$ cat src/logic/ldpms_pkg.sv
package ldpms_pkg;
  // Register addresses on the host write/read port
  localparam logic [7:0] ADDR_ENABLES   = 8'h08;  // Mode and converter enables
  localparam logic [7:0] ADDR_BOOST_OUT = 8'h0D;  // Output voltage code
  localparam logic [7:0] ADDR_BOOST_FRQ = 8'h0E;  // Switching frequency select
  localparam logic [7:0] ADDR_SOFT_RST  = 8'h60;  // Any write resets the device

  // Field positions inside the enables register
  localparam int BIT_LOW_POWER_EXIT = 6;  // Leaves standby when set
  localparam int BIT_EN_BOOST       = 5;  // Converter enable
  localparam int BIT_EN_AUTOLOAD    = 4;  // Light-load discharge enable

  // Frequency select field positions
  localparam int BIT_FRQ_HI  = 2;  // 1XX selects the fastest clock
  localparam int BIT_FRQ_MID = 1;  // 01X selects the middle clock

  // Reset values
  localparam logic [7:0] RST_ENABLES   = 8'h00;
  localparam logic [7:0] RST_BOOST_OUT = 8'h3F;
  localparam logic [7:0] RST_BOOST_FRQ = 8'h07;

  // Clock and timing figures
  localparam int CLK_KHZ      = 100000;  // Internal oscillator rate
  localparam int CLK_PERIOD_NS = 10;
  localparam int DELAY_MS     = 10;      // Oscillator settle and soft-start time
  localparam int DELAY_CYC    = DELAY_MS * CLK_KHZ;
  localparam int FSW_HI_KHZ   = 2000;
  localparam int FSW_MID_KHZ  = 1670;
  localparam int FSW_LO_KHZ   = 1000;
  localparam int PER_W        = 8;       // Width of a switching period count
  localparam logic [PER_W-1:0] PER_HI  = PER_W'(CLK_KHZ / FSW_HI_KHZ);
  localparam logic [PER_W-1:0] PER_MID = PER_W'(CLK_KHZ / FSW_MID_KHZ);
  localparam logic [PER_W-1:0] PER_LO  = PER_W'(CLK_KHZ / FSW_LO_KHZ);
  localparam int T_PULSE_NS   = 25;      // Least switch on-time
  localparam logic [PER_W-1:0] MIN_ON_CYC =
    PER_W'((T_PULSE_NS + CLK_PERIOD_NS - 1) / CLK_PERIOD_NS);
  localparam int MAX_DUTY_PCT = 90;      // Largest on-time share of a period
  localparam int VSTEP_W      = 4;       // Width of the voltage step index

  // Operating modes
  typedef enum logic [1:0] {
    MODE_STANDBY,
    MODE_STARTUP,
    MODE_BOOST_START,
    MODE_NORMAL
  } ldpms_mode_type;
endpackage

$ cat src/logic/ldpms_delay_timer.sv
`timescale 1ns/100ps
module ldpms_delay_timer #(
  parameter int CYCLES = ldpms_pkg::DELAY_CYC
) (
  input  wire logic clk,
  input  wire logic rstn,
  input  wire logic clear,
  output logic      done
);
  localparam int CW = $clog2(CYCLES + 1);
  localparam logic [CW-1:0] LAST = CW'(CYCLES);

  logic [CW-1:0] cnt_q;  // Cycles spent in the current mode

  // Counts oscillator cycles, restarts on each mode entry, then holds
  always_ff @(posedge clk or negedge rstn) begin
    if (!rstn) begin
      cnt_q <= '0;
    end else if (clear) begin
      cnt_q <= '0;
    end else if (cnt_q != LAST) begin
      cnt_q <= cnt_q + CW'(1);
    end
  end

  // Holding at the end keeps done high without a wrap glitch
  assign done = (cnt_q == LAST);
endmodule

$ cat src/logic/ldpms_sequencer.sv
`timescale 1ns/100ps
module ldpms_sequencer #(
  parameter int DELAY_CYC = ldpms_pkg::DELAY_CYC  // 10 ms in oscillator cycles
) (
  input  wire logic                           clk,
  input  wire logic                           resetn,
  input  wire logic                           external_reset_pin_n,
  input  wire logic                           second_supply_ok,
  input  wire logic                           overtemp_shutdown,
  input  wire logic                           wr_en,
  input  wire logic [7:0]                     wr_addr,
  input  wire logic [7:0]                     wr_data,
  input  wire logic                           rd_en,
  input  wire logic [7:0]                     rd_addr,
  output logic [7:0]                          rd_data,
  input  wire logic                           fb_low,
  input  wire logic                           ipk_trip,
  output ldpms_pkg::ldpms_mode_type           mode,
  output logic                                core_power_en,
  output logic                                conv_run,
  output logic                                pfm_mode,
  output logic                                led_force_off,
  output logic                                led_enable,
  output logic                                autoload_en,
  output logic                                sw_gate,
  output logic [ldpms_pkg::VSTEP_W-1:0]       vout_step
);
  localparam int PW = ldpms_pkg::PER_W;

  logic                        rst_meta_q;    // First reset stage
  logic                        rst_sync_q;    // Released reset copy
  logic                        soft_rst_q;    // Pulse after a reset-register write
  logic                        dev_rst;       // Merged device reset
  logic [7:0]                  enables_q;     // Enables register
  logic [7:0]                  boost_out_q;   // Voltage code register
  logic [7:0]                  boost_frq_q;   // Frequency select register
  logic [7:0]                  rd_data_q;     // Read data
  logic                        exit_bit;      // Standby exit bit
  logic                        en_boost;      // Converter enable bit
  logic                        en_boost_q;    // Enable seen last cycle
  logic                        boost_rise;    // Enable went from zero to one
  ldpms_pkg::ldpms_mode_type   state_q;       // Current mode
  ldpms_pkg::ldpms_mode_type   state_d;       // Next mode
  logic                        tmr_clear;     // Restart the delay
  logic                        tmr_done;      // 10 ms reached
  logic [PW-1:0]               period;        // Selected switching period
  logic [PW+7:0]               max_on_w;      // Wide duty product
  logic [PW-1:0]               max_on;        // Largest on-time
  logic [PW-1:0]               per_q;         // Position in the switching period
  logic [PW-1:0]               per_nx;        // Position plus one
  logic                        sw_on_q;       // Switch gate
  logic [ldpms_pkg::VSTEP_W-1:0] vstep_q;     // Voltage step
  logic [ldpms_pkg::VSTEP_W-1:0] vstep_d;

  // Two-stage release of the asynchronous board reset
  always_ff @(posedge clk or negedge resetn) begin
    if (!resetn) begin
      rst_meta_q <= 1'b0;
      rst_sync_q <= 1'b0;
    end else begin
      rst_meta_q <= 1'b1;
      rst_sync_q <= rst_meta_q;
    end
  end

  // One-cycle pulse after any write to the reset register, whatever the data
  always_ff @(posedge clk or negedge rst_sync_q) begin
    if (!rst_sync_q) begin
      soft_rst_q <= 1'b0;
    end else begin
      soft_rst_q <= wr_en && (wr_addr == ldpms_pkg::ADDR_SOFT_RST);
    end
  end

  // Pin, power-on and soft-reset sources override register writes and the mode
  assign dev_rst = !external_reset_pin_n || !second_supply_ok || soft_rst_q;

  // Register writes; reset wins over a write in the same cycle
  always_ff @(posedge clk or negedge rst_sync_q) begin
    if (!rst_sync_q) begin
      enables_q   <= ldpms_pkg::RST_ENABLES;
      boost_out_q <= ldpms_pkg::RST_BOOST_OUT;
      boost_frq_q <= ldpms_pkg::RST_BOOST_FRQ;
    end else if (dev_rst) begin
      enables_q   <= ldpms_pkg::RST_ENABLES;
      boost_out_q <= ldpms_pkg::RST_BOOST_OUT;
      boost_frq_q <= ldpms_pkg::RST_BOOST_FRQ;
    end else if (wr_en) begin
      // Accepted in every mode, standby included; no ordering needed
      case (wr_addr)
        ldpms_pkg::ADDR_ENABLES:   enables_q   <= wr_data;
        ldpms_pkg::ADDR_BOOST_OUT: boost_out_q <= wr_data;
        ldpms_pkg::ADDR_BOOST_FRQ: boost_frq_q <= wr_data;
        default: begin
        end
      endcase
    end
  end

  // Registered read-back; unmapped addresses return zero
  always_ff @(posedge clk or negedge rst_sync_q) begin
    if (!rst_sync_q) begin
      rd_data_q <= 8'h00;
    end else if (rd_en) begin
      case (rd_addr)
        ldpms_pkg::ADDR_ENABLES:   rd_data_q <= enables_q;
        ldpms_pkg::ADDR_BOOST_OUT: rd_data_q <= boost_out_q;
        ldpms_pkg::ADDR_BOOST_FRQ: rd_data_q <= boost_frq_q;
        default:                   rd_data_q <= 8'h00;
      endcase
    end
  end
  assign rd_data = rd_data_q;

  assign exit_bit = enables_q[ldpms_pkg::BIT_LOW_POWER_EXIT];
  assign en_boost = enables_q[ldpms_pkg::BIT_EN_BOOST];

  // Edge of the converter enable, so normal mode restarts soft-start once
  always_ff @(posedge clk or negedge rst_sync_q) begin
    if (!rst_sync_q) begin
      en_boost_q <= 1'b0;
    end else begin
      en_boost_q <= en_boost;
    end
  end
  assign boost_rise = en_boost && !en_boost_q;

  // Next mode
  always_comb begin
    state_d = state_q;
    if (dev_rst || !exit_bit) begin
      state_d = ldpms_pkg::MODE_STANDBY;
    end else begin
      case (state_q)
        ldpms_pkg::MODE_STANDBY: begin
          state_d = ldpms_pkg::MODE_STARTUP;
        end
        ldpms_pkg::MODE_STARTUP: begin
          // Overtemperature holds here and keeps the delay from finishing
          if (!overtemp_shutdown && tmr_done) begin
            state_d = en_boost ? ldpms_pkg::MODE_BOOST_START : ldpms_pkg::MODE_NORMAL;
          end
        end
        ldpms_pkg::MODE_BOOST_START: begin
          if (overtemp_shutdown) begin
            state_d = ldpms_pkg::MODE_STARTUP;
          end else if (!en_boost || tmr_done) begin
            state_d = ldpms_pkg::MODE_NORMAL;
          end
        end
        ldpms_pkg::MODE_NORMAL: begin
          if (overtemp_shutdown) begin
            state_d = ldpms_pkg::MODE_STARTUP;
          end else if (boost_rise) begin
            state_d = ldpms_pkg::MODE_BOOST_START;
          end
        end
        default: state_d = ldpms_pkg::MODE_STANDBY;
      endcase
    end
  end

  // Mode register
  always_ff @(posedge clk or negedge rst_sync_q) begin
    if (!rst_sync_q) begin
      state_q <= ldpms_pkg::MODE_STANDBY;
    end else begin
      state_q <= state_d;
    end
  end
  assign mode = state_q;

  // Delay restarts on each mode change and while too hot in startup
  assign tmr_clear = (state_d != state_q) ||
                     (state_q == ldpms_pkg::MODE_STARTUP && overtemp_shutdown);

  ldpms_delay_timer #(
    .CYCLES (DELAY_CYC)
  ) u_delay (
    .clk   (clk),
    .rstn  (rst_sync_q),
    .clear (tmr_clear),
    .done  (tmr_done)
  );

  // Mode-driven controls; the analog blocks stay off in standby
  assign core_power_en = (state_q != ldpms_pkg::MODE_STANDBY);
  assign conv_run      = (state_q == ldpms_pkg::MODE_BOOST_START) ||
                         (state_q == ldpms_pkg::MODE_NORMAL && en_boost);
  assign pfm_mode      = (state_q == ldpms_pkg::MODE_BOOST_START);
  assign led_force_off = (state_q == ldpms_pkg::MODE_BOOST_START);
  assign led_enable    = (state_q == ldpms_pkg::MODE_NORMAL);
  assign autoload_en   = conv_run && enables_q[ldpms_pkg::BIT_EN_AUTOLOAD];

  // Frequency decode, all periods counted on the oscillator clock
  always_comb begin
    if (boost_frq_q[ldpms_pkg::BIT_FRQ_HI]) begin
      period = ldpms_pkg::PER_HI;
    end else if (boost_frq_q[ldpms_pkg::BIT_FRQ_MID]) begin
      period = ldpms_pkg::PER_MID;
    end else begin
      period = ldpms_pkg::PER_LO;
    end
  end

  // Duty ceiling as a share of the period, truncated to whole cycles
  assign max_on_w = ((PW + 8)'(period) * (PW + 8)'(ldpms_pkg::MAX_DUTY_PCT)) / (PW + 8)'(100);
  assign max_on   = max_on_w[PW-1:0];
  assign per_nx   = per_q + PW'(1);

  // Switching period counter
  always_ff @(posedge clk or negedge rst_sync_q) begin
    if (!rst_sync_q) begin
      per_q <= '0;
    end else if (!conv_run || per_nx >= period) begin
      per_q <= '0;
    end else begin
      per_q <= per_nx;
    end
  end

  // Switch gate: starts each period, ends on current trip after the least
  // width, or at the duty ceiling; in PFM only when the output sags
  always_ff @(posedge clk or negedge rst_sync_q) begin
    if (!rst_sync_q) begin
      sw_on_q <= 1'b0;
    end else if (!conv_run) begin
      sw_on_q <= 1'b0;
    end else if (per_nx >= period) begin
      sw_on_q <= !pfm_mode || fb_low;
    end else if (sw_on_q) begin
      sw_on_q <= (per_nx < max_on) &&
                 !(ipk_trip && per_nx >= ldpms_pkg::MIN_ON_CYC);
    end
  end
  assign sw_gate = sw_on_q;

  // Highest set bit of the code picks one of nine feedback taps
  always_comb begin
    vstep_d = '0;
    for (int i = 0; i < 8; i++) begin
      if (boost_out_q[i]) begin
        vstep_d = ldpms_pkg::VSTEP_W'(i + 1);
      end
    end
  end

  // Registered tap select for the divider
  always_ff @(posedge clk or negedge rst_sync_q) begin
    if (!rst_sync_q) begin
      vstep_q <= '0;
    end else begin
      vstep_q <= vstep_d;
    end
  end
  assign vout_step = vstep_q;
endmodule

$ cat config.mk
export PLATFORM = sky130hd
export DESIGN_NAME = ldpms_sequencer
export DESIGN_NICKNAME = d
export VERILOG_FILES = /design/src/logic/ldpms_pkg.sv /design/src/logic/ldpms_delay_timer.sv /design/src/logic/ldpms_sequencer.sv
export SDC_FILE = /design/constraint.sdc
export NUM_CORES = 1
export LEC_CHECK = 0
export ABC_AREA = 0
export BUFFER_PORTS_ARGS = -buffer_cell sky130_fd_sc_hd__buf_2
export CAP_MARGIN = 10
export CELL_PAD_IN_SITES_DETAIL_PLACEMENT = 1
export CELL_PAD_IN_SITES_GLOBAL_PLACEMENT = 1
export CORE_AREA = 4 4 99 148
export DETAILED_ROUTE_END_ITERATION = 8
export DIE_AREA = 0 0 103 152
export PLACE_DENSITY_LB_ADDON = 0.1
export SYNTH_ARGS = -nofsm -noshare
export SYNTH_HDL_FRONTEND = slang
export SYNTH_SLANG_ARGS = --single-unit
$ cat constraint.sdc
create_clock -name clk -period 3.8 [get_ports clk]
set_input_delay 0.38 -clock clk [delete_from_list [all_inputs] [get_ports clk]]
set_output_delay 0.38 -clock clk [all_outputs]
set_load 0.02 [all_outputs]
Yosys cells after proc, flatten, opt, wreduce, memory -nomap -nowiden
Cells that the tools add are included.
{ "word_totals": {"reg_bits": 71, "output_inout_bits": 21, "wordCells": 102} }
{ "classes": {"add_sub_neg": 2, "n_mul": 1, "order_cmp": 3, "reduce_logical": 35, "mux": 34, "div_mod_pow": 1, "n_eq_ne": 13} }
{ "ops": {"columns": ["cell", "count"], "rows": [
  ["8-bit 2-to-1 mux", 11],
  ["8-bit by 4-bit equality test with 1-bit output, second input constant", 6],
  ["20-bit 2-to-1 mux", 2],
  ["4-bit 2-to-1 mux", 7],
  ["8-bit one-hot mux with 3 select lines", 1],
  ["20-bit by 1-bit adder with 20-bit output, second input constant", 1],
  ["20-bit equality test, second input constant", 1],
  ["20-bit inequality test, second input constant", 1],
  ["15-bit by 7-bit divider with 16-bit output, second input constant", 1],
  ["8-bit by 6-bit multiplier with 14-bit output, second input constant", 1],
  ["2-bit 2-to-1 mux", 6],
  ["2-bit nonzero test", 6],
  ["1-bit logical NOT", 9],
  ["8-bit by 1-bit adder with 8-bit output, second input constant", 1],
  ["8-bit by 7-bit equality test with 1-bit output, second input constant", 1],
  ["8-bit by 2-bit greater-or-equal comparator with 1-bit output, second input constant", 1],
  ["8-bit greater-or-equal comparator", 1],
  ["1-bit logical AND", 8],
  ["1-bit logical OR", 8],
  ["8-bit less-than comparator", 1],
  ["2-bit one-hot mux with 4 select lines", 1],
  ["7-bit 2-to-1 mux", 1],
  ["2-bit AND reduction", 3],
  ["1-bit 2-to-1 mux", 5],
  ["4 further kinds", 5]
]} }

Logic depth before layout (Yosys ltp)
Gate-level depths: netlist of run 1.
{ "depth": {"word_depth": 9, "depth_mapped": 10, "mapped_depth_nobuf": 10} }

Cells and area by module
A second synthesis of run 1 with hierarchy kept.
{ "hier_totals": {"cells_unflattened": 384, "hier_area_um2": 3941.3} }
{ "by_module_without_submodules": {"columns": ["module", "area_per_inst_um2", "instances", "cells_each", "seq_area_each_um2"], "rows": [
  ["ldpms_sequencer", 2797.7, 1, 271, 1287.5],
  ["ldpms_delay_timer", 1143.6, 1, 113, 500.5]
]} }

Worst setup path before layout of run 1
Ideal clock, no wire load.
{ "synth_timing": {"kind": "reg-to-reg", "start": "register per_q[0]", "end": "register sw_on_q (netlist: sw_gate)", "synth_period_minus_slack_ns": 2.395, "path_slack_ns": 1.405, "arrival_ns": 2.303, "stages_incl_launch_ff": 11, "required_ns": 3.708, "cell_sequence": "dfrtp_1 ha_1 nand3_1 xor2_1 inv_1 ha_1 o21a_1 o21a_1 a311oi_2 nand2_2 o31ai_2"} }
{ "synth_between": {"elab_chain_cells": 8} }
{ "synth_rtl": {"columns": ["item", "line_no", "source"], "rows": [
  ["from (decl)", "ldpms_sequencer.sv:49", "logic [PW-1:0] per_q;"],
  ["from (signal assigned)", "ldpms_sequencer.sv:218", "per_q <= per_nx;"],
  ["8-bit by 1-bit adder with 8-bit output *", "ldpms_sequencer.sv:209", "assign per_nx = per_q + PW'(1);"],
  ["8-bit by 2-bit greater-or-equal comparator with 1-bit output", "ldpms_sequencer.sv:233", "!(ipk_trip && per_nx >= ldpms_pkg::MIN_ON_CYC);"],
  ["1-bit logical AND", "ldpms_sequencer.sv:233", null],
  ["1-bit logical NOT", "ldpms_sequencer.sv:233", null],
  ["1-bit logical AND", "ldpms_sequencer.sv:232", "sw_on_q <= (per_nx < max_on) &&"],
  ["1-bit 2-to-1 mux", "ldpms_sequencer.sv:231", "end else if (sw_on_q) begin"],
  ["1-bit 2-to-1 mux *", "ldpms_sequencer.sv:229", "end else if (per_nx >= period) begin"],
  ["1-bit 2-to-1 mux *", "ldpms_sequencer.sv:227", "end else if (!conv_run) begin"],
  ["to (signal assigned)", "ldpms_sequencer.sv:230", "sw_on_q <= !pfm_mode || fb_low;"],
  ["to (signal assigned)", "ldpms_sequencer.sv:232", null],
  ["to (decl)", "ldpms_sequencer.sv:51", "logic sw_on_q;"]
]} }
Every way passes the cells marked *; elsewhere a longest branch is shown, timed or not.
A chain may end at the register's enable or synchronous reset.

Worst setup path after layout of run 1
Ends and elaborated chain as after synthesis.

==> results by group, run 1 <==
Drt
  – DRT iter0 DRCs: 73
  – Routed WL: 9.768 mm
  – Post-DRT Antenna Nets: 0
  – Drt wl/cell: 16.81 um
  – First drt pass iteration count: 5
  – Vias: 2831
  – DRC: 0
  – Drt via density: 4.873

CTS
  – CTS-repair resized insts: 0
  – H-Tree Level Count: 3
  – CTS Buf Count: 9
  – Worst-Skew Late Latency: between 0.3 and 0.4 ns
  – Clock Tree Root: clkbuf_16
  – CTS tree: yes
  – Maximum root-to-sink buffer count: 2
  – Clock transition at path regs: 0.06 ns
  – Clk sinks: 71

Cells and area
  – Fillers: 1520
  – Share of layout cells above drive strength 1: between 20 and 25%
  – Final #Nets: 463
  – Most frequent cells in the layout: dfrtp_1 (61), nor2_1 (57), buf_2 (53)
  – Most common cell after layout, fill and taps aside: dfrtp_1
  – Design area: around 4400 um2
  – # diodes: 0
  – Area delta synth->final: 20.80%

Placed design
  – Pre-CTS setup slack: 1.119 ns
  – Final HPWL DP: 7.195 mm
  – Port bufs: 53
  – GPL Wtd Cong: 0.7313
  – Placed Instance Area: around 4000 um2

Timing
  – Max Clk Rate: 374.8 MHz
  – Unrepaired setup endpoints after global routing: no
  – Slew @ Worst Pin: between 0.8 and 0.9 ns
  – Setup TNS: 0 ns
  – Rel. slew slack: 40.39%
  – Skew final: 0.009554 ns
  – Final hold violation count: 0
  – Slew Limit Fails: 0
  – Post-layout min period: 2.668 ns
  – PnR worst setup slack: 1.132 ns
  – Endpoints failing setup: 0
  – Fin crit share: 70.21%

Synth
  – Post-synth EDFFs: 0
  – Netlist cell types: 52
  – Mean Syn Cell Area: 10.31 um2
  – Post-synth top flop: dfrtp_1
  – Synthesized instance count: 356
  – Seq/Total Area, Yosys: 48.72%
  – Async SR Flop Fraction: between 90% and 100%
  – Syn Nets: 405
  – Syn Std Cell Area: 3670 um2
  – Yosys reg bits: 71
  – Yosys synthesis warning count: 0

Power and ir drop
  – PwrDens: between 400 and 500 nW/um2
  – Worst vdd ir: 0.0001979 V
  – PnR Total Power: 0.001859 W
  – Leak Pwr: 2.158 nW

Global route
  – Initial antenna violation count: 0
  – Vias in the first global route: 3122
  – Largest net degree at the start of global routing: 41
  – GRT Util Overall: 13.28%
  – Total gr overflow: 0
  – First-pass GRT wire length: about 16 mm

Floorplan
  – Core Footprint: between 10000 and 15000 um2
  – Die height: between 150 and 200 um
  – Initial Util: 27.38%
  – Die W: 103 um
  – Std-Cell Rows: 52
  – Die footprint: 15660 um2
  – # IOs: 54

Run status
  – Status: finished, final reports clean

Setup path
  – Worst Path Arrival: 2.91 ns
  – Critical Path Sink Type: flip-flop
  – Reg-to-reg setup timing slack: 1.13 ns
  – CP Class: reg2reg
  – R2R depth: 10
  – Crit path to: sw_gate
  – CP startpoint kind: flip-flop
  – Critical Path Start: per_q[0]
  – WP data required: slightly above 4 ns
  – Capturing point of the worst reg2reg path: sw_gate
  – Launching point of the worst reg2reg path: per_q[0]
  – Crit Path Max Fanout: 7

Min path
  – Worst hold start: wr_addr[3]
  – HP Class: in2reg

Job
  – Max Cap Violations: 0
==> timing repair <==
action                                  CTS  global route
setup buffers                             0             0
hold buffers                              1             0
hold endpoints to repair                  2             0
endpoints found under the setup margin    0             0
==> per-stage QoR <==
step           utilization [%]  hold WS, ns  instances
6_report                 33.08       0.2214        581
3_5_place_dp             30.61       0.1663        564
5_1_grt                  33.08       0.2284        581
3_3_place_gp             30.61       0.1649        564
4_1_cts                  33.08       0.2115        581
2_1_floorplan                -      0.08441        356
==> cell type report <==
class | instances | area, um2 | share of cell area (%)
clock inverter | 7 | 95.09 | 2.145
timing repair buffer | 57 | 297.8 | 6.717
clock buffer | 9 | 225.2 | 5.080
multi-input combinational | 252 | 1737 | 39.18
sequential | 71 | 1789 | 40.36
tap | 162 | 202.7 | 4.572
inverter | 23 | 86.33 | 1.948
==> layer usage <==
layer  up-vias  track usage [%]  part of all wire [%]  wire length, um
li1       1354                -                     -                -
met1      1410            15.96                    42             4110
met2        51            22.83                    53             5157
met3        16            2.431                   3.3              325
met4         0            5.309                   1.8              175
met5         -                0                     0                0
==> cells by family (layout without fill, tap and decap cells) <==
kind of cell / after synthesis / after routing / share of synthesized area (%)
xor gates and xnor gates: 24 / 24 / 5.728
buffers and inverters: 33 / 96 / 3.955
AOI/OAI and AO/OA: 44 / 44 / 9.308
DFF: 71 / 71 / 48.72
adders and majority gates: 16 / 16 / 5.455
other: 2 / 2 / 0.2046
and+or+nand+nor: 140 / 140 / 19.54
muxes: 26 / 26 / 7.092
==> registers in the layout (all words and copies together) (netlist names) <==
| signal | count |
|---|---|
| boost_out_q | 8 |
| soft_rst_q | 1 |
| sw_gate | 1 |
| en_boost_q | 1 |
| rd_data | 8 |
| mode | 2 |
| vout_step | 4 |
| per_q | 8 |
| u_delay.cnt_q | 20 |
| rst_sync_q | 1 |
| boost_frq_q | 8 |
| enables_q | 8 |
| rst_meta_q | 1 |
==> worst max-delay path: stages (launching register included) <==
cell	delay, ns
dfrtp_1	0.44
ha_1	0.27
nand3_1	0.11
xor2_1	0.25
inv_1	0.11
ha_1	0.30
o21a_1	0.11
o21a_1	0.17
a311oi_2	0.38
nand2_2	0.18
o31ai_2	0.28
==> where the power goes <==
group	internal (W)	switching (W)
logic	0.0000437	0.0000506
registers	0.000787	0.0000570
clock network	0.000576	0.000345
==> cells in the mapped netlist (2+ instances only) <==
cell / n / area (um2)
nor4_1: 3 / 18.77
conb_1: 2 / 7.510
buf_2: 2 / 10.01
clkbuf_1: 4 / 15.01
nor3_1: 7 / 35.03
and2_1: 3 / 18.77
nand3b_1: 5 / 37.54
o41ai_1: 2 / 17.52
nand3_1: 15 / 75.07
inv_1: 23 / 86.33
o22ai_1: 8 / 50.05
nand2_1: 20 / 75.07
o21ai_0: 6 / 30.03
o21a_1: 2 / 15.01
and3_1: 8 / 50.05
a21oi_1: 6 / 30.03
dfstp_2: 9 / 236.5
nor2_1: 57 / 214.0
o31ai_2: 2 / 25.02
nand2b_1: 4 / 25.02
a222oi_1: 8 / 80.08
buf_6: 2 / 22.52
dfrtp_1: 62 / 1551
xnor2_1: 6 / 52.55
nor4b_1: 3 / 26.28
xor2_1: 18 / 157.7
mux2i_1: 26 / 260.3
nand4_1: 4 / 25.02
ha_1: 16 / 200.2
==> worst min-delay path by stage <==
stage	endpoint	cells past startpoint
floorplan	rst_meta_q	0
global placement	rst_meta_q	1
detailed placement	rst_meta_q	1
CTS	soft_rst_q	2
global route	soft_rst_q	2
finish	soft_rst_q	2
Power figures use the tool's default switching activity.
==> inputs of run 2 (changes only) <==
==> constraint.sdc (replaced) <==
create_clock -name clk -period 2.53 [get_ports clk]
set_input_delay 0.253 -clock clk [delete_from_list [all_inputs] [get_ports clk]]
set_output_delay 0.253 -clock clk [all_outputs]
set_load 0.02 [all_outputs]
==> run 2 against run 1 <==
Core utilization rose by 0.88 points. Total power rose by 40%. Clock power rose by 29%. Sequential share of layout area fell by 0.99 points. Hold slack got worse by 0.13 ns. Non-clock buffer count rose by 13. Setup slack got worse by 0.95 ns. Via count rose by 2.1%. First-iteration DRC count fell by 30%. Flip-flop and latch count did not move. Die area did not move. Highest routed layer unchanged.
==> results by group, run 2 (same netlist as run 1, synthesis figures left out) <==
Drt
  – First drt pass iteration count: 7 (+2)
  – Post-DRT Antenna Nets: 0 (unchanged)
  – DRC: 0 (unchanged)
  – Drt wl/cell: 16.25 um (-3.4%)
  – DRT iter0 DRCs: 51 (-30%)
  – Routed WL: 9.652 mm (-1.2%)
  – Vias: 2890 (+2.1%)
  – Drt via density: 4.865 (-0.15%)

Min path
  – HP Class: in2reg

Setup path
  – WP data required: 2.79 ns (-1.25 ns)
  – Worst Path Arrival: 2.60 ns (-0.31 ns)
  – CP Class: reg2reg
  – Critical Path Sink Type: flip-flop
  – Crit Path Max Fanout: 5 (-2)
  – CP startpoint kind: flip-flop

Cells and area
  – Utilization after layout: 33.95% (+0.88 points)
  – Most frequent cells in the layout: dfrtp_1 (59), nor2_1 (56), buf_2 (53)
  – Most common cell after layout, fill and taps aside: dfrtp_1
  – Largest Register: u_delay.cnt_q
  – Max reg flops: 20 (unchanged)
  – Area of the multi-input gates: 1780 um2 (+2.5%)
  – # diodes: 0 (unchanged)
  – Area delta synth->final: 24.00%
  – Flip-flop and latch area: 1792 um2 (+0.14%)
  – Fillers: 1540 (+1.3%)
  – Final #Nets: 476 (+2.8%)
  – Share of layout cells above drive strength 1: 25.93% (+3.7 points)

Power and ir drop
  – Clk network pwr share: 45.7% (-3.8 points)
  – Switch Pwr: 0.0006306 W (+39%)
  – Sw frac: 24.28% (-0.046 points)
  – Power Internal: 0.001966 W (+40%)
  – PwrDens: 570.7 nW/um2 (+36%)
  – Flop pwr share: 48.4% (+3.0 points)
  – Worst vdd ir: 0.0003007 V (+52%)
  – Combinational Power Share: 5.9% (+0.8 points)
  – Leak Pwr: 2.205 nW (+2.2%)

Floorplan
  – Die height: 152 um (unchanged)
  – Die footprint: 15660 um2 (unchanged)
  – # IOs: 54 (unchanged)
  – Initial Util: 27.38% (unchanged)
  – Die W: 103 um (unchanged)
  – Core Footprint: 13400 um2 (unchanged)
  – Std-Cell Rows: 52 (unchanged)

Global route
  – Vias in the first global route: 3201 (+2.5%)
  – Largest net degree at the start of global routing: 62 (+51%)
  – GRT Util Overall: 13.35% (+0.070 points)
  – Total gr overflow: 0 (unchanged)
  – Initial antenna violation count: 0 (unchanged)
  – First-pass GRT wire length: 16.42 mm (+1.1%)

Placed design
  – GPL Wtd Cong: 0.7471 (+2.2%)
  – Port bufs: 53 (unchanged)
  – Final HPWL DP: 7.215 mm (+0.29%)

CTS
  – Clock Tree Root: clkbuf_16
  – H-Tree Level Count: 3 (unchanged)
  – CTS tree: yes
  – Clk sinks: 71 (unchanged)
  – CTS Buf Count: 9 (unchanged)
  – Worst-Skew Late Latency: 0.33 ns (about the same)
  – Clock transition at path regs: 0.06 ns (about the same)
  – Maximum root-to-sink buffer count: 2 (unchanged)

Timing
  – Setup TNS: 0 ns (unchanged)
  – Slew Limit Fails: 0 (unchanged)
  – Max Clk Rate: 426.7 MHz (+14%)
  – Skew final: 0.005931 ns (-0.003623 ns)
  – Final hold violation count: 0 (unchanged)
  – Unrepaired setup endpoints after global routing: no
  – Endpoints failing setup: 0 (unchanged)
  – Rel. slew slack: 44.28% (+3.9 points)
  – Slew @ Worst Pin: 0.8308 ns (-0.06332 ns)
  – Post-layout min period: 2.344 ns (-0.3242 ns)
  – Fin crit share: 92.64% (+22 points)

Run status
  – Status: finished, final reports clean

Job
  – Max Cap Violations: 0 (unchanged)
-- run 2: cell count changes in the layout (fill, tap and decap cells not counted), sizes merged --
cell | before | now
buf | 56 | 69
clkbuf | 9 | 13
bufinv | 2 | 0
clkinv | 3 | 2
inv | 24 | 23
-- run 2: path summary, 6_finish.rpt --
check | start | to | slack, ns | cells past startpoint
setup / recovery | per_q[0] | per_q[4] | 0.19 | 11
hold / removal | wr_addr[3] | soft_rst_q | 0.1 | 2
setup reg to reg | per_q[0] | per_q[4] | 0.19 | 11
hold reg to reg | rst_sync_q | u_delay.cnt_q[6] | 0.13 | 0
max in group asynchronous | rst_sync_q | boost_frq_q[0] | 1.75 | 1
min in group asynchronous | rst_sync_q | u_delay.cnt_q[6] | 0.13 | 0
-- run 2: power groups by stage --
stage                     clock network (W)  registers, W  logic [W]
final                               0.00119       0.00126   0.000153
after global routing                0.00129       0.00127   0.000179
after CTS                           0.00124       0.00126   0.000157
after detailed placement                  0       0.00128   0.000155
after global placement                    0       0.00128   0.000154
after floorplan                           0       0.00127  0.0000783
-- run 2: layout make-up --
type                    count  area share (%)
flip-flops and latches     71           39.37
clock buffers              13           5.719
multi-input cells         252           39.13
well taps                 162           4.454
inverters                  23           1.897
repair buffers             70           9.046
clock inverters             3          0.3849
-- run 2: timing repair --
item                                   CTS  global route
hold buffers                             1             0
setup buffers                            0             1
endpoints found under the hold margin    2             0
setup endpoints to repair                1             8
resized for setup                        0            11
pin swaps                                1             4
-- run 2: metrics by stage --
step | worst slack [ns] | total power, W | std cells | hold WS (ns) | cell area [um2]
2_1_floorplan | 0.1353 | 0.001350 | 356 | -0.04259 | 3670
3_3_place_gp | 0.1100 | 0.001433 | 576 | 0.03842 | 4205
3_5_place_dp | 0.01213 | 0.001434 | 576 | 0.04157 | 4205
4_1_cts | 0.05167 | 0.002658 | 593 | 0.08339 | 4493
5_1_grt | 0.006997 | 0.002741 | 594 | 0.08707 | 4551
6_report | 0.1862 | 0.002597 | 594 | 0.09606 | 4551
-- run 2: routing by layer --
layer	up-vias	track usage, %	routed length [um]
met2	46	23.11	5203
met5	-	0	0
met4	0	5.000	153
met1	1453	15.95	3972
met3	9	2.615	323
li1	1382	-	-
-- run 2: critical path, cell delays in order (launching register included) --
cell and delay [ns]:
dfrtp_1 0.42, ha_4 0.17, nand3_2 0.09, xor2_2 0.21, inv_2 0.06, ha_1 0.28
o21a_1 0.11, o21a_1 0.19, a311oi_4 0.35, nand2_2 0.12, buf_6 0.17, nor2_1 0.09
==> inputs of run 3 (changes only) <==
--- a/config.mk
+++ b/config.mk
@@ -14,6 +14,8 @@
 export DETAILED_ROUTE_END_ITERATION = 8
 export DIE_AREA = 0 0 103 152
 export PLACE_DENSITY_LB_ADDON = 0.1
+export SETUP_SLACK_MARGIN = 0.2
+export SLEW_MARGIN = 30
 export SYNTH_ARGS = -nofsm -noshare
 export SYNTH_HDL_FRONTEND = slang
 export SYNTH_SLANG_ARGS = --single-unit
==> run 3 against run 2 <==
Register-to-register slack improved by 0.11 ns. Core utilization increased by 2.3 points. Sequential share of layout area decreased by 2.4 points. Hold slack improved by 0.00063 ns. Critical path type unchanged. Highest routed layer unchanged.
==> results by group, run 3 (same netlist as run 1, synthesis figures left out) <==
Run status
  – Status: finished, final reports clean

Cells and area
  – Area delta synth->final: 32.25%
  – Fillers: 1524 (-1.0%)
  – Max reg flops: 20 (unchanged)
  – Final #Nets: 485 (+1.9%)
  – Most frequent cells in the layout: dfrtp_1 (58), nor2_1 (55), buf_2 (53)
  – Share of layout cells above drive strength 1: 31.29% (+5.4 points)
  – Most common cell after layout, fill and taps aside: dfrtp_1
  – # diodes: 0 (unchanged)
  – Largest Register: u_delay.cnt_q

Setup path
  – CP startpoint kind: flip-flop
  – Critical-path top delay cell: dfrtp_2
  – Worst Path Arrival: 2.45 ns (-0.15 ns)
  – WP data required: 2.75 ns (-0.04 ns)
  – Critical Path Sink Type: flip-flop
  – Crit Path Max Fanout: 4 (-1)
  – Slowest stage delay, CP: 0.45 ns (+0.03 ns)
  – Top delay family on crit path: buffers and inverters
  – Reg-to-reg setup timing slack: 0.30 ns (+0.11 ns)
  – CP Class: reg2reg
  – Crit path cell chain: ha_4, nand3_4, xor2_2, inv_2, buf_6, buf_4, buf_4, buf_6, ha_4, o21ai_2, o21ai_1, o211a_1, o31ai_2
  – Buf/Inv on CP: 5 (+3)

Timing
  – Fin crit share: 88.10% (-4.5 points)
  – Final hold violation count: 0 (unchanged)
  – Unrepaired setup endpoints after global routing: yes
  – Max Clk Rate: 448.6 MHz (+5.1%)
  – Endpoints failing setup: 0 (unchanged)
  – PnR worst setup slack: 0.3010 ns (+0.1148 ns)
  – Slew Limit Fails: 0 (unchanged)
  – Hold WS: 0.09670 ns (+0.0006342 ns)
  – Slew @ Worst Pin: 0.7324 ns (-0.09844 ns)
  – Rel. slew slack: 50.88% (+6.6 points)
  – Setup TNS: 0 ns (unchanged)
  – Post-layout min period: 2.229 ns (-0.1148 ns)
  – Skew final: 0.007451 ns (+0.001520 ns)

CTS
  – CTS tree: yes
  – Clk sinks: 71 (unchanged)
  – Clock transition at path regs: 0.06 ns (about the same)
  – Worst-Skew Late Latency: 0.33 ns (about the same)
  – CTS Buf Count: 9 (unchanged)
  – Clock Tree Root: clkbuf_16
  – H-Tree Level Count: 3 (unchanged)
  – Maximum root-to-sink buffer count: 2 (unchanged)

Global route
  – Largest net degree at the start of global routing: 47 (-24%)
  – Total gr overflow: 0 (unchanged)
  – Met3 Use GR: 2.936% (+0.32 points)
  – Vias in the first global route: 3150 (-1.6%)
  – First-pass GRT wire length: 16.27 mm (-0.93%)
  – Most Crowded Layer GR: met2
  – Met2 Use GR: 23.02% (-0.092 points)
  – Met1 GRT Util: 16.05% (+0.10 points)
  – Initial antenna violation count: 0 (unchanged)
  – GRT Util Overall: 13.29% (-0.062 points)

Drt
  – Vias: 2944 (+1.9%)
  – DRT iter0 DRCs: 113 (+120%)
  – First drt pass iteration count: 5 (-2)
  – DRC: 0 (unchanged)
  – Routed WL: 9.952 mm (+3.1%)
  – Drt via density: 4.882 (+0.35%)
  – Post-DRT Antenna Nets: 0 (unchanged)
  – Drt wl/cell: 16.50 um (+1.6%)

Placed design
  – Final HPWL DP: 7.282 mm (+0.93%)
  – Port bufs: 53 (unchanged)
  – GPL Wtd Cong: 0.7472 (about the same)
  – Pre-CTS setup slack: 0.06046 ns (+0.04834 ns)

Power and ir drop
  – Worst vdd ir: 0.0003149 V (+4.7%)
  – Leak Pwr: 2.302 nW (+4.4%)
  – PwrDens: 637.0 nW/um2 (+12%)

Floorplan
  – Die footprint: 15660 um2 (unchanged)
  – Initial Util: 27.38% (unchanged)
  – # IOs: 54 (unchanged)
  – Core Footprint: 13400 um2 (unchanged)
  – Std-Cell Rows: 52 (unchanged)
  – Die height: 152 um (unchanged)
  – Die W: 103 um (unchanged)

Min path
  – HP Class: in2reg

Job
  – Max Cap Violations: 0 (unchanged)
-- run 3: changes by cell type in the layout (fill, tap and decap cells not counted), moves of 4 or more --
cell       change
buf_4          +5
buf_6          +4
bufinv_16      +5
ha_1           -6
ha_4           +6
o21ai_0        -4
-- run 3: stage by stage --
stage	instances	power, W	utilization (%)	instance area [um2]
after floorplan	356	0.001350	-	3670
after global placement	575	0.001430	31.32	4198
after detailed placement	575	0.001435	31.32	4198
after CTS	600	0.003141	35.03	4695
after global routing	603	0.003223	36.21	4853
final	603	0.003092	36.21	4853
-- run 3: final timing paths --
| kind | from | end | cells past startpoint |
|---|---|---|---|
| worst min-delay path | wr_addr[3] | soft_rst_q | 2 |
| worst max-delay path | per_q[1] | sw_gate | 13 |
| max in group asynchronous | rst_sync_q | boost_out_q[3] | 1 |
| worst min register to register | rst_sync_q | u_delay.cnt_q[7] | 0 |
| min in group asynchronous | resetn | rst_sync_q | 2 |
| worst max register to register | per_q[1] | sw_gate | 13 |
-- run 3: report_power, final --
part | internal, W | leakage, nW | switching, W | total (W)
combinational | 0.0000692 | 1.18 | 0.0000808 | 0.000150
clock | 0.00119 | 0.193 | 0.000490 | 0.00168
sequential | 0.00118 | 0.928 | 0.0000810 | 0.00126
-- run 3: routing by layer --
metal / vias to the layer above / part of all wire [%]
met3: 9 / 3.7
met4: 0 / 1.4
li1: 1395 / -
met2: 63 / 54
met5: - / 0
met1: 1477 / 41
-- run 3: cell type report --
type / instances / area, um2 / share of cell area [%]
multi-input combinational: 252 / 1883 / 38.80
sequential: 71 / 1793 / 36.94
timing repair buffer: 79 / 494.2 / 10.18
clock buffer: 10 / 239.0 / 4.924
tap: 162 / 202.7 / 4.176
clock inverter: 6 / 155.1 / 3.197
inverter: 23 / 86.33 / 1.779
-- run 3: what timing repair did --
item	CTS	global route
setup endpoints to repair	6	8
hold buffers	1	0
setup buffers	8	3
gates resized for setup	7	27
pin swaps	6	15
endpoints found under the hold margin	2	0
